--- src/jid_pkg.sv ---
`default_nettype none
package jid_pkg;

   ////////////////////////////////////////////////////////////////////////
   // instruction register
   localparam int IR_W = 4;
   localparam logic [IR_W-1:0] OP_EXTEST = 4'h0;
   localparam logic [IR_W-1:0] OP_SAMPLE = 4'h1;
   localparam logic [IR_W-1:0] OP_IDCODE = 4'h2;
   localparam logic [IR_W-1:0] OP_HIGHZ = 4'h4;
   localparam logic [IR_W-1:0] OP_BYPASS = 4'hF;
   // capture pattern, two low bits fixed at 01
   localparam logic [IR_W-1:0] IR_CAPTURE = 4'h1;
   localparam logic [IR_W-1:0] IR_RESET = OP_IDCODE;

   ////////////////////////////////////////////////////////////////////////
   // identification word; field values are arbitrary
   localparam int ID_W = 32;
   localparam logic [3:0] ID_VERSION = 4'h1;
   localparam logic [15:0] ID_PART = 16'h5A3C;
   localparam logic [10:0] ID_MAKER = 11'h2D5;
   localparam logic [ID_W-1:0] ID_WORD = {ID_VERSION, ID_PART, ID_MAKER,
                                          1'b1};

   ////////////////////////////////////////////////////////////////////////
   // boundary cells: [7:0] inputs, [15:8] outputs, [23:16] enables
   localparam int IO_W = 8;
   localparam int BSR_W = 3 * IO_W;
   localparam int BSR_IN_LSB = 0;
   localparam int BSR_OUT_LSB = IO_W;
   localparam int BSR_OE_LSB = 2 * IO_W;
   localparam logic [BSR_W-1:0] BSR_RESET = 24'h000000;
   localparam logic [IO_W-1:0] IO_RESET = 8'h00;
   localparam logic [IO_W-1:0] IO_ALL_ON = 8'hFF;

   ////////////////////////////////////////////////////////////////////////
   // types
   typedef enum logic [3:0] {
      TAP_TLR, TAP_RTI, TAP_SEL_DR, TAP_CAP_DR, TAP_SH_DR, TAP_EX1_DR,
      TAP_PA_DR, TAP_EX2_DR, TAP_UPD_DR, TAP_SEL_IR, TAP_CAP_IR,
      TAP_SH_IR, TAP_EX1_IR, TAP_PA_IR, TAP_EX2_IR, TAP_UPD_IR
   } jid_tap_t;

   typedef enum logic [1:0] {DR_BSR, DR_ID, DR_BYP} jid_dr_sel_t;

   typedef struct packed {
      logic tck;
      logic tms;
      logic tdi;
      logic trst_n;
   } jid_pins_t;

   typedef struct packed {
      logic [IO_W-1:0] oe;
      logic [IO_W-1:0] val;
   } jid_io_t;

endpackage
`default_nettype wire

--- src/jid_sync.sv ---
`default_nettype none
module jid_sync
   import jid_pkg::*;
#(
   parameter int W = 1
)
(
   // clock and reset
   input wire logic clk_sys,
   input wire logic srst,
   // asynchronous level in, synchronous level out
   input wire logic [W-1:0] d,
   output logic [W-1:0] q
);

   typedef struct packed {
      logic [W-1:0] meta;
      logic [W-1:0] q;
   } jid_sync_st_t;

   jid_sync_st_t st_reg;
   jid_sync_st_t st_next;

   // meta feeds only the second stage
   always_comb
   begin
      st_next.meta = d;
      st_next.q = st_reg.meta;
   end

   always_ff @(posedge clk_sys)
   begin
      if (srst)
      begin
         st_reg <= '0;
      end
      else
      begin
         st_reg <= st_next;
      end
   end

   assign q = st_reg.q;

endmodule // jid_sync
`default_nettype wire

--- src/jid_bsr.sv ---
`default_nettype none
module jid_bsr
   import jid_pkg::*;
(
   // clock and reset
   input wire logic clk_sys,
   input wire logic srst,
   // controls, each a one-cycle pulse
   input wire logic cap_en,
   input wire logic shift_en,
   input wire logic upd_en,
   // serial and parallel data
   input wire logic tdi,
   input wire logic [BSR_W-1:0] par_in,
   output logic so,
   output logic [BSR_W-1:0] upd_q
);

   typedef struct packed {
      logic [BSR_W-1:0] sr;
      logic [BSR_W-1:0] upd;
   } jid_bsr_st_t;

   jid_bsr_st_t st_reg;
   jid_bsr_st_t st_next;

   always_comb
   begin
      st_next = st_reg;
      if (cap_en)
      begin
         st_next.sr = par_in;
      end
      else if (shift_en)
      begin
         st_next.sr = {tdi, st_reg.sr[BSR_W-1:1]};
      end
      // update stage only moves on update, so preloaded data survives
      if (upd_en)
      begin
         st_next.upd = st_reg.sr;
      end
   end

   always_ff @(posedge clk_sys)
   begin
      if (srst)
      begin
         st_reg.sr <= BSR_RESET;
         st_reg.upd <= BSR_RESET;
      end
      else
      begin
         st_reg <= st_next;
      end
   end

   assign so = st_reg.sr[0];
   assign upd_q = st_reg.upd;

   a_upd_hold:
      assert property (@(posedge clk_sys) disable iff (srst)
         !upd_en |=> upd_q == $past(upd_q))
      else $error("update stage changed without update");

   a_shift_step:
      assert property (@(posedge clk_sys) disable iff (srst)
         (shift_en && !cap_en) |=> so == $past(st_reg.sr[1]))
      else $error("boundary shift did not advance");

endmodule // jid_bsr
`default_nettype wire

--- src/jid_top.sv ---
// Function
// - EXTEST enters boundary-test mode with the boundary register on TDI-TDO.
// - under EXTEST the boundary cells drive the outputs and capture inputs.
// - IDCODE keeps the device functional and puts the ID register in path.
// - the ID register is a 32-bit shift register of maker, part, version.
// - scanning the ID register leaves functional behaviour untouched.
// - IDCODE is current after power-up, TRST and any Test-Logic-Reset.
// - SAMPLE/PRELOAD stays functional, selects and snapshots the boundary.
// - values preloaded into the boundary register are kept for EXTEST.
// - the high-impedance instruction disables every output.
// - high-impedance shifts through bypass without touching the boundary register.
// - BYPASS stays functional and shifts through a single stage.
// - the instruction register is four bits wide.
// - codes 0,1,2,4,F select EXTEST, SAMPLE, IDCODE, HIGHZ, BYPASS.
// - the bypass stage loads zero at the rising TCK edge in Capture-DR.
// - the ID word is 1 in bit 0, maker 11, part 16, version 4 bits.
`default_nettype none
module jid_top
   import jid_pkg::*;
(
   // clock and reset
   input wire logic clk_sys,
   input wire logic srst,
   // test port pins
   input wire logic tck,
   input wire logic tms,
   input wire logic tdi,
   input wire logic trst_n,
   output logic tdo,
   output logic tdo_oe,
   // core side
   input wire logic [IO_W-1:0] core_out,
   input wire logic [IO_W-1:0] core_oe,
   output logic [IO_W-1:0] core_in,
   output logic ext_mode,
   // device pins
   input wire logic [IO_W-1:0] pin_in,
   output logic [IO_W-1:0] pin_out,
   output logic [IO_W-1:0] pin_oe
);

   typedef struct packed {
      logic tck_d;
      jid_tap_t tap;
      logic [IR_W-1:0] ir_sr;
      logic [IR_W-1:0] ir;
      logic [ID_W-1:0] id_sr;
      logic byp;
      logic tdo;
      logic tdo_oe;
      jid_io_t pin;
      logic [IO_W-1:0] core_in;
      logic ext_mode;
   } jid_top_st_t;

   localparam jid_top_st_t ST_RST = '{
      tck_d: 1'b0, tap: TAP_TLR, ir_sr: IR_CAPTURE, ir: IR_RESET,
      id_sr: ID_WORD, byp: 1'b0, tdo: 1'b0, tdo_oe: 1'b0,
      pin: '{oe: IO_RESET, val: IO_RESET}, core_in: IO_RESET,
      ext_mode: 1'b0};

   jid_top_st_t st_reg;
   jid_top_st_t st_next;
   jid_pins_t pins_raw;
   jid_pins_t pins_s;
   logic [IO_W-1:0] pin_in_s;
   logic tck_rise;
   logic tck_fall;
   jid_dr_sel_t dr_sel;
   logic bsr_cap;
   logic bsr_shift;
   logic bsr_upd_en;
   logic bsr_so;
   logic [BSR_W-1:0] bsr_upd;
   logic dr_out;

   ////////////////////////////////////////////////////////////////////////
   // pin synchronisers; tck is sampled, not used as a clock

   assign pins_raw = '{tck: tck, tms: tms, tdi: tdi, trst_n: trst_n};

   jid_sync #(.W($bits(jid_pins_t))) u_sync_pins (
      .clk_sys(clk_sys),
      .srst(srst),
      .d(pins_raw),
      .q(pins_s)
   );

   jid_sync #(.W(IO_W)) u_sync_io (
      .clk_sys(clk_sys),
      .srst(srst),
      .d(pin_in),
      .q(pin_in_s)
   );

   assign tck_rise = pins_s.tck & ~st_reg.tck_d;
   assign tck_fall = ~pins_s.tck & st_reg.tck_d;

   ////////////////////////////////////////////////////////////////////////
   // tap sequencing

   function automatic jid_tap_t tap_next(jid_tap_t s, logic m);
      case (s)
         TAP_TLR: tap_next = m ? TAP_TLR : TAP_RTI;
         TAP_RTI: tap_next = m ? TAP_SEL_DR : TAP_RTI;
         TAP_SEL_DR: tap_next = m ? TAP_SEL_IR : TAP_CAP_DR;
         TAP_CAP_DR: tap_next = m ? TAP_EX1_DR : TAP_SH_DR;
         TAP_SH_DR: tap_next = m ? TAP_EX1_DR : TAP_SH_DR;
         TAP_EX1_DR: tap_next = m ? TAP_UPD_DR : TAP_PA_DR;
         TAP_PA_DR: tap_next = m ? TAP_EX2_DR : TAP_PA_DR;
         TAP_EX2_DR: tap_next = m ? TAP_UPD_DR : TAP_SH_DR;
         TAP_UPD_DR: tap_next = m ? TAP_SEL_DR : TAP_RTI;
         TAP_SEL_IR: tap_next = m ? TAP_TLR : TAP_CAP_IR;
         TAP_CAP_IR: tap_next = m ? TAP_EX1_IR : TAP_SH_IR;
         TAP_SH_IR: tap_next = m ? TAP_EX1_IR : TAP_SH_IR;
         TAP_EX1_IR: tap_next = m ? TAP_UPD_IR : TAP_PA_IR;
         TAP_PA_IR: tap_next = m ? TAP_EX2_IR : TAP_PA_IR;
         TAP_EX2_IR: tap_next = m ? TAP_UPD_IR : TAP_SH_IR;
         TAP_UPD_IR: tap_next = m ? TAP_SEL_DR : TAP_RTI;
         default: tap_next = TAP_TLR;
      endcase
   endfunction

   ////////////////////////////////////////////////////////////////////////
   // instruction decode and data register path

   always_comb
   begin
      case (st_reg.ir)
         OP_EXTEST, OP_SAMPLE: dr_sel = DR_BSR;
         OP_IDCODE: dr_sel = DR_ID;
         default: dr_sel = DR_BYP;
      endcase
   end

   always_comb
   begin
      case (dr_sel)
         DR_BSR: dr_out = bsr_so;
         DR_ID: dr_out = st_reg.id_sr[0];
         default: dr_out = st_reg.byp;
      endcase
   end

   assign bsr_cap = tck_rise && st_reg.tap == TAP_CAP_DR && dr_sel == DR_BSR;
   assign bsr_shift = tck_rise && st_reg.tap == TAP_SH_DR && dr_sel == DR_BSR;
   assign bsr_upd_en = tck_fall && st_reg.tap == TAP_UPD_DR &&
                       dr_sel == DR_BSR;

   // snapshot of what enters and leaves, in any boundary instruction
   jid_bsr u_bsr (
      .clk_sys(clk_sys),
      .srst(srst),
      .cap_en(bsr_cap),
      .shift_en(bsr_shift),
      .upd_en(bsr_upd_en),
      .tdi(pins_s.tdi),
      .par_in({core_oe, core_out, pin_in_s}),
      .so(bsr_so),
      .upd_q(bsr_upd)
   );

   ////////////////////////////////////////////////////////////////////////
   // state update

   always_comb
   begin
      st_next = st_reg;
      st_next.tck_d = pins_s.tck;
      if (tck_rise)
      begin
         st_next.tap = tap_next(st_reg.tap, pins_s.tms);
         case (st_reg.tap)
            TAP_CAP_IR: st_next.ir_sr = IR_CAPTURE;
            TAP_SH_IR: st_next.ir_sr = {pins_s.tdi, st_reg.ir_sr[IR_W-1:1]};
            TAP_CAP_DR:
            begin
               if (dr_sel == DR_ID)
               begin
                  st_next.id_sr = ID_WORD;
               end
               if (dr_sel == DR_BYP)
               begin
                  st_next.byp = 1'b0;
               end
            end
            TAP_SH_DR:
            begin
               if (dr_sel == DR_ID)
               begin
                  st_next.id_sr = {pins_s.tdi, st_reg.id_sr[ID_W-1:1]};
               end
               if (dr_sel == DR_BYP)
               begin
                  st_next.byp = pins_s.tdi;
               end
            end
            default:
            begin
               st_next.byp = st_reg.byp;
            end
         endcase
      end
      // tdo moves on the falling edge so the far end samples it stable
      if (tck_fall)
      begin
         st_next.tdo_oe = 1'b0;
         if (st_reg.tap == TAP_SH_IR)
         begin
            st_next.tdo = st_reg.ir_sr[0];
            st_next.tdo_oe = 1'b1;
         end
         else if (st_reg.tap == TAP_SH_DR)
         begin
            st_next.tdo = dr_out;
            st_next.tdo_oe = 1'b1;
         end
         if (st_reg.tap == TAP_UPD_IR)
         begin
            st_next.ir = st_reg.ir_sr;
         end
      end
      if (st_reg.tap == TAP_TLR)
      begin
         st_next.ir = IR_RESET;
      end
      if (!pins_s.trst_n)
      begin
         st_next.tap = TAP_TLR;
         st_next.ir = IR_RESET;
         st_next.tdo_oe = 1'b0;
      end
      // pin drive follows the current instruction only
      case (st_reg.ir)
         OP_EXTEST:
         begin
            st_next.pin.val = bsr_upd[BSR_OUT_LSB +: IO_W];
            st_next.pin.oe = bsr_upd[BSR_OE_LSB +: IO_W];
         end
         OP_HIGHZ:
         begin
            st_next.pin.val = core_out;
            st_next.pin.oe = IO_RESET;
         end
         default:
         begin
            st_next.pin.val = core_out;
            st_next.pin.oe = core_oe;
         end
      endcase
      st_next.ext_mode = st_reg.ir == OP_EXTEST;
      st_next.core_in = pin_in_s;
   end

   always_ff @(posedge clk_sys)
   begin
      if (srst)
      begin
         st_reg <= ST_RST;
      end
      else
      begin
         st_reg <= st_next;
      end
   end

   assign tdo = st_reg.tdo;
   assign tdo_oe = st_reg.tdo_oe;
   assign core_in = st_reg.core_in;
   assign ext_mode = st_reg.ext_mode;
   assign pin_out = st_reg.pin.val;
   assign pin_oe = st_reg.pin.oe;

   ////////////////////////////////////////////////////////////////////////
   // checks

   a_extest_drive:
      assert property (@(posedge clk_sys) disable iff (srst)
         st_reg.ir == OP_EXTEST |=>
         pin_out == $past(bsr_upd[BSR_OUT_LSB +: IO_W]) &&
         pin_oe == $past(bsr_upd[BSR_OE_LSB +: IO_W]) && ext_mode)
      else $error("extest pins not driven from boundary cells");

   a_highz_float:
      assert property (@(posedge clk_sys) disable iff (srst)
         st_reg.ir == OP_HIGHZ ##1 st_reg.ir == OP_HIGHZ |-> pin_oe == 8'h00)
      else $error("output enabled under high impedance");

   a_highz_bypass:
      assert property (@(posedge clk_sys) disable iff (srst)
         st_reg.ir == OP_HIGHZ |-> dr_sel == DR_BYP && !bsr_shift)
      else $error("high impedance not on bypass");

   a_func_pass:
      assert property (@(posedge clk_sys) disable iff (srst)
         (st_reg.ir != OP_EXTEST && st_reg.ir != OP_HIGHZ) |=>
         pin_out == $past(core_out) && pin_oe == $past(core_oe))
      else $error("functional outputs disturbed");

   a_trst_idcode:
      assert property (@(posedge clk_sys) disable iff (srst)
         !pins_s.trst_n |=> st_reg.ir == OP_IDCODE && st_reg.tap == TAP_TLR)
      else $error("test reset did not select identification");

   a_decode_map:
      assert property (@(posedge clk_sys) disable iff (srst)
         (st_reg.ir == OP_SAMPLE |-> dr_sel == DR_BSR) and
         (st_reg.ir == OP_IDCODE |-> dr_sel == DR_ID) and
         (st_reg.ir == OP_BYPASS |-> dr_sel == DR_BYP))
      else $error("instruction decode mismatch");

   a_bypass_zero:
      assert property (@(posedge clk_sys) disable iff (srst)
         tck_rise && st_reg.tap == TAP_CAP_DR && dr_sel == DR_BYP &&
         pins_s.trst_n |=> st_reg.byp == 1'b0)
      else $error("bypass stage did not capture zero");

   a_id_capture:
      assert property (@(posedge clk_sys) disable iff (srst)
         tck_rise && st_reg.tap == TAP_CAP_DR && dr_sel == DR_ID |=>
         st_reg.id_sr[0] == 1'b1 && st_reg.id_sr == ID_WORD)
      else $error("identification word not captured");

   a_tdo_shift:
      assert property (@(posedge clk_sys) disable iff (srst)
         tck_fall && st_reg.tap == TAP_SH_DR && dr_sel == DR_BYP &&
         pins_s.trst_n |=> tdo == $past(st_reg.byp) && tdo_oe)
      else $error("bypass bit not presented on tdo");

endmodule // jid_top
`default_nettype wire

--- config.mk ---
export PLATFORM = sky130hd
export DESIGN_NAME = jid_top
export DESIGN_NICKNAME = d
export VERILOG_FILES = /design/src/jid_pkg.sv /design/src/jid_sync.sv /design/src/jid_bsr.sv /design/src/jid_top.sv
export SDC_FILE = /design/constraint.sdc
export NUM_CORES = 1
export LEC_CHECK = 0
export ABC_AREA = 1
export BUFFER_PORTS_ARGS = -buffer_cell sky130_fd_sc_hd__buf_2
export CORE_ASPECT_RATIO = 2
export CORE_MARGIN = 3
export CORE_UTILIZATION = 54
export DETAILED_ROUTE_END_ITERATION = 16
export PLACE_DENSITY = 0.74
export SETUP_SLACK_MARGIN = 0.5
export SLEW_MARGIN = 10
export SYNTH_ARGS = -nofsm -noshare
export SYNTH_HDL_FRONTEND = slang
export SYNTH_HIERARCHICAL = 1
export SYNTH_SLANG_ARGS = --single-unit
--- constraint.sdc ---
create_clock -name clk_sys -period 2.2 [get_ports clk_sys]
set_clock_uncertainty 0.2 [all_clocks]
set_input_delay 0.11 -clock clk_sys [delete_from_list [all_inputs] [get_ports clk_sys]]
set_output_delay 0.11 -clock clk_sys [all_outputs]
set_load 0.01 [all_outputs]
Word level (Yosys, flattened, before mapping)
Index checks and enable logic that the tools add are counted.
{ "classes": {"n_reduce_logical": 24, "n_mux": 27, "bitwise_logic": 5, "n_eq_ne": 24} }
{ "op_table": {"columns": ["operator", "n"], "rows": [
  ["$mux W32", 2],
  ["$pmux W32 S2", 1],
  ["$mux W24", 2],
  ["$pmux W4 S12", 1],
  ["$eq A4 B4 Y1 const B", 8],
  ["$pmux W16 S2", 1],
  ["$eq A4 B3 Y1 const B", 5],
  ["$mux W4", 4],
  ["$eq A4 B2 Y1 const B", 3],
  ["$mux W2", 5],
  ["$eq A4 B1 Y1 const B", 2],
  ["$logic_not A4 Y1", 2],
  ["$ne A2 B1 Y1 const B", 4],
  ["$pmux W4 S2", 1],
  ["$reduce_and A4 Y1", 2],
  ["$reduce_bool A2 Y1", 4],
  ["$reduce_or A2 Y1", 4],
  ["$logic_and A1 B1 Y1", 6],
  ["$mux W3", 2],
  ["$reduce_and A2 Y1", 3],
  ["$reduce_or A3 Y1", 2],
  ["$mux W1", 5],
  ["$pmux W1 S2", 2],
  ["$pmux W2 S2", 1],
  ["5 further kinds", 8]
]} }
{ "totals": {"inputBits": 30, "wordCells": 98, "out_inout_bits": 27, "register_bits": 145} }

Longest topological paths before layout
{ "logic_depth": {"ltp_word": 7, "mapped_depth": 12} }

Cells and area by module
The synthesis kept the hierarchy.
{ "by_module_without_submodules": {"columns": ["mod", "n_inst", "seq_area_each_um2", "area_each_um2", "cells_each"], "rows": [
  ["jid_top", 1, 1461.4, 3210.6, 434],
  ["jid_bsr", 1, 960.9, 2347.3, 331],
  ["jid_sync (u_sync_io)", 1, 320.3, 474.2, 50],
  ["jid_sync (u_sync_pins)", 1, 160.2, 231.5, 25]
]} }

Worst setup path before layout
OpenSTA, ideal clock, no wires.
{ "synth_timing": {"kind": "reg-to-reg", "startpoint": "register st_reg[71] (netlist name)", "endpoint": "register u_bsr.st_reg, in the netlist u_bsr/upd_q[10]", "arrival_time_ns": 1.862, "required_ns": 1.884, "setup_time_ns": 0.116, "path_slack_ns": 0.023, "stages_incl_launch_ff": 9, "path_cell_list": "dfxtp_1 inv_1 nor2_2 nand2_1 nor4_1 inv_1 buf_2 nor2_1 nor2_1"} }
{ "synth_via": {"elab_chain_cells": 3} }
{ "synth_rtl": {"columns": ["item", "line_no", "source"], "rows": [
  ["start: declaration", "jid_top.sv:62", "jid_top_st_t st_reg;"],
  ["start signal: assignment", "jid_top.sv:263", "st_reg <= st_next;"],
  ["$eq A4 B4 Y1", "jid_top.sv:147", "assign bsr_upd_en = tck_fall && st_reg.tap == TAP_UPD_DR &&"],
  ["$logic_and A1 B1 Y1 (2 in series)", "jid_top.sv:147", null],
  ["named net bsr_upd_en", "jid_top.sv:72", "logic bsr_upd_en;"],
  ["end signal: assignment", "jid_bsr.sv:54", "st_reg <= st_next;"],
  ["end: declaration", "jid_bsr.sv:24", "jid_bsr_st_t st_reg;"]
]} }
The timed path passes the listed nets, and every way through them passes these cells.
A chain may end at the register's enable or synchronous reset.

Worst setup path after layout
{ "layout_timing": {"startpoint": "register st_reg[68] (netlist name)", "endpoint": "register st_reg[32] (netlist name)"} }
{ "layout_via": {"elab_chain_cells": 3} }
{ "layout_rtl": {"columns": ["item", "line_no", "source"], "rows": [
  ["$eq A4 B3 Y1 / $eq A4 B2 Y1 (equally long branches)", "jid_top.sv:173", "case (st_reg.tap)"],
  ["$ne A2 B1 Y1 (no source line) / $reduce_bool A2 Y1 (equally long branches)", null, null],
  ["$reduce_and A4 Y1 (no source line)", null, null]
]} }
Several ways; a longest one is shown, not always the timed one.

==> impl_results.md <==
- Worst endpoint data arrival time: a little under 2 ns
- Synthesized cell area: between 5000 and 6000 um2
- CTS tree: done
- Fmax achieved: 553 MHz
- Fill cell count: between 700 and 800
- Final WS setup: just under 0.4 ns
- Max-cap violations: 0
- RSZ-0062 raised after global routing: yes
- Area after DPL: roughly 6000 um2
- Endpoints failing hold: 0
- Wirelength per Cell: 15.8 um
- Synth warn: 6
- H-tree lvl count: 4
- Number of global-route vias before repair: between 5000 and 6000
- Crit end category: register
- Syn Area/Cell: between 7 and 8 um2
- Max Root-Sink Buffers: 2
- PortBufs: between 50 and 60
- Antenna viol nets, final: 0
- Cell area power density: 712 nW/um2
- Leak Pwr: 3.59 nW
- Layout Cells excl Fill: 1037
- # IOs: 57
- Routability Congestion: a little under 0.9
- HPWL after detailed placement: a little under 9000 um
- Crit path max fanout: 7
- Period Utilization, post-route: between 80% and 90%
- Design area: between 7000 and 8000 um2
- Initial DRC count: 460
- Post-Syn Instances: 800
- Initial antenna violation count: 0
- CP startpoint kind: register
- Syn nets: 830
- Path category of the worst min-delay check: register to register
- # DRC: 0
- Max FFs per register: 46
- Most common cell after layout, fill and taps aside: nand2_1
- Clock Root Buffer: clkbuf_16
- Grt total ovfl: 0
- Status: completed
- Die ar.: approximately 12000 um2
- Core Region: ~11000 um2
- Largest net degree at the start of global routing: 31
- Final setup fails: 0
- Slew @ Worst Pin: 0.794 ns
- VDD IR max: between 0.0005 and 0.0006 V
- Clock transition at path regs: approximately 0.06 ns
- Dpl cells: 927
- Final worst path period need: roughly 1.8 ns
- Area delta synth->final: 31.9%
- Most frequent cells in the layout: nand2_1, dfxtp_1, nor2_1
- Critical path type: register to register
- Worst EP required: 2.35 ns
- DP Worst Slack: between 0.2 and 0.25 ns
- Slew headroom: between 40 and 50%
- Initial Util: between 50% and 60%
- Setup TNS: 0 ns
- Vias per cell: 5.36
- First-pass GRT wire length: between 20000 and 25000 um
- CTS buffer count: 17
- Nets: slightly above 900
- Skew-Pair Late Insertion Delay: approximately 0.42 ns
- Diodes inserted: 0
- Vias: around 5600
- Die H: approximately 150 um
- Die W: roughly 80 um
- Layout cells sized above 1: a little under a third
- First-pass detailed-route iteration total: 7
- Clock sinks: 137
- Total track usage: 24.1%
- Cell Rows: 53
- Fin. max-slew vios: 0
- Aggregate routed wire length: between 15000 and 20000 um
## power breakdown
| part | switching, mW | total (mW) | internal [mW] |
|---|---|---|---|
| registers | 0.0152 | 2.53 | 2.52 |
| logic | 0.124 | 0.228 | 0.104 |
| clock network | 1.14 | 2.82 | 1.69 |
## metal layers
metal	wire length (um)	GRT usage, %	up-vias
li1	-	-	2631
met1	5930	25.2	2620
met2	8940	43.7	233
met3	838	4.78	74
met4	723	13.1	0
met5	0	0	-
## layout make-up
class / instances / area, um2 / area share [%]
Tap cell: 137 / 171 / 2.19
Inverter: 92 / 362 / 4.61
Timing Repair Buffer: 146 / 1330 / 17.0
Clock buffer: 17 / 425 / 5.43
Sequential cell: 137 / 2760 / 35.2
Multi-Input combinational cell: 493 / 2620 / 33.5
Clock inverter: 15 / 165 / 2.11
## worst paths after layout
kind	slack, ns	to	from	cells past startpoint
max	0.39	st_reg[32]	st_reg[68]	10
min	0.20	u_sync_io/q[4]	u_sync_io/st_next[4]	2
max reg2reg	0.39	st_reg[32]	st_reg[68]	10
min reg2reg	0.20	u_sync_io/q[4]	u_sync_io/st_next[4]	2
## metrics by stage
| step | util (%) | hold slack (ns) | total power, mW |
|---|---|---|---|
| floorplan | - | -0.0209 | 2.71 |
| global placement | 55.8 | 0.110 | 2.75 |
| detailed placement | 55.8 | 0.117 | 2.76 |
| CTS | 68.4 | 0.203 | 5.60 |
| global route | 73.9 | 0.217 | 5.76 |
| finish | 73.9 | 0.201 | 5.58 |
## what timing repair did
action / CTS / global route
setup endpoints to repair: 75 / 92
cloned: 4 / 7
hold endpoints to repair: 55 / 0
setup buffers: 19 / 11
pin swaps: 20 / 58
hold buffers: 37 / 0
gates resized for setup: 52 / 107
## worst max-delay path: stages (launching register included)
cell and delay, ns:
dfxtp_4 0.37, nor2_4 0.18, nand2_4 0.10, nand2_2 0.07
nand2_2 0.07, nor2_4 0.16, buf_6 0.14, buf_12 0.11
buf_16 0.12, o21ai_1 0.08, nor2_1 0.15
(Power assumes the default switching activity.)
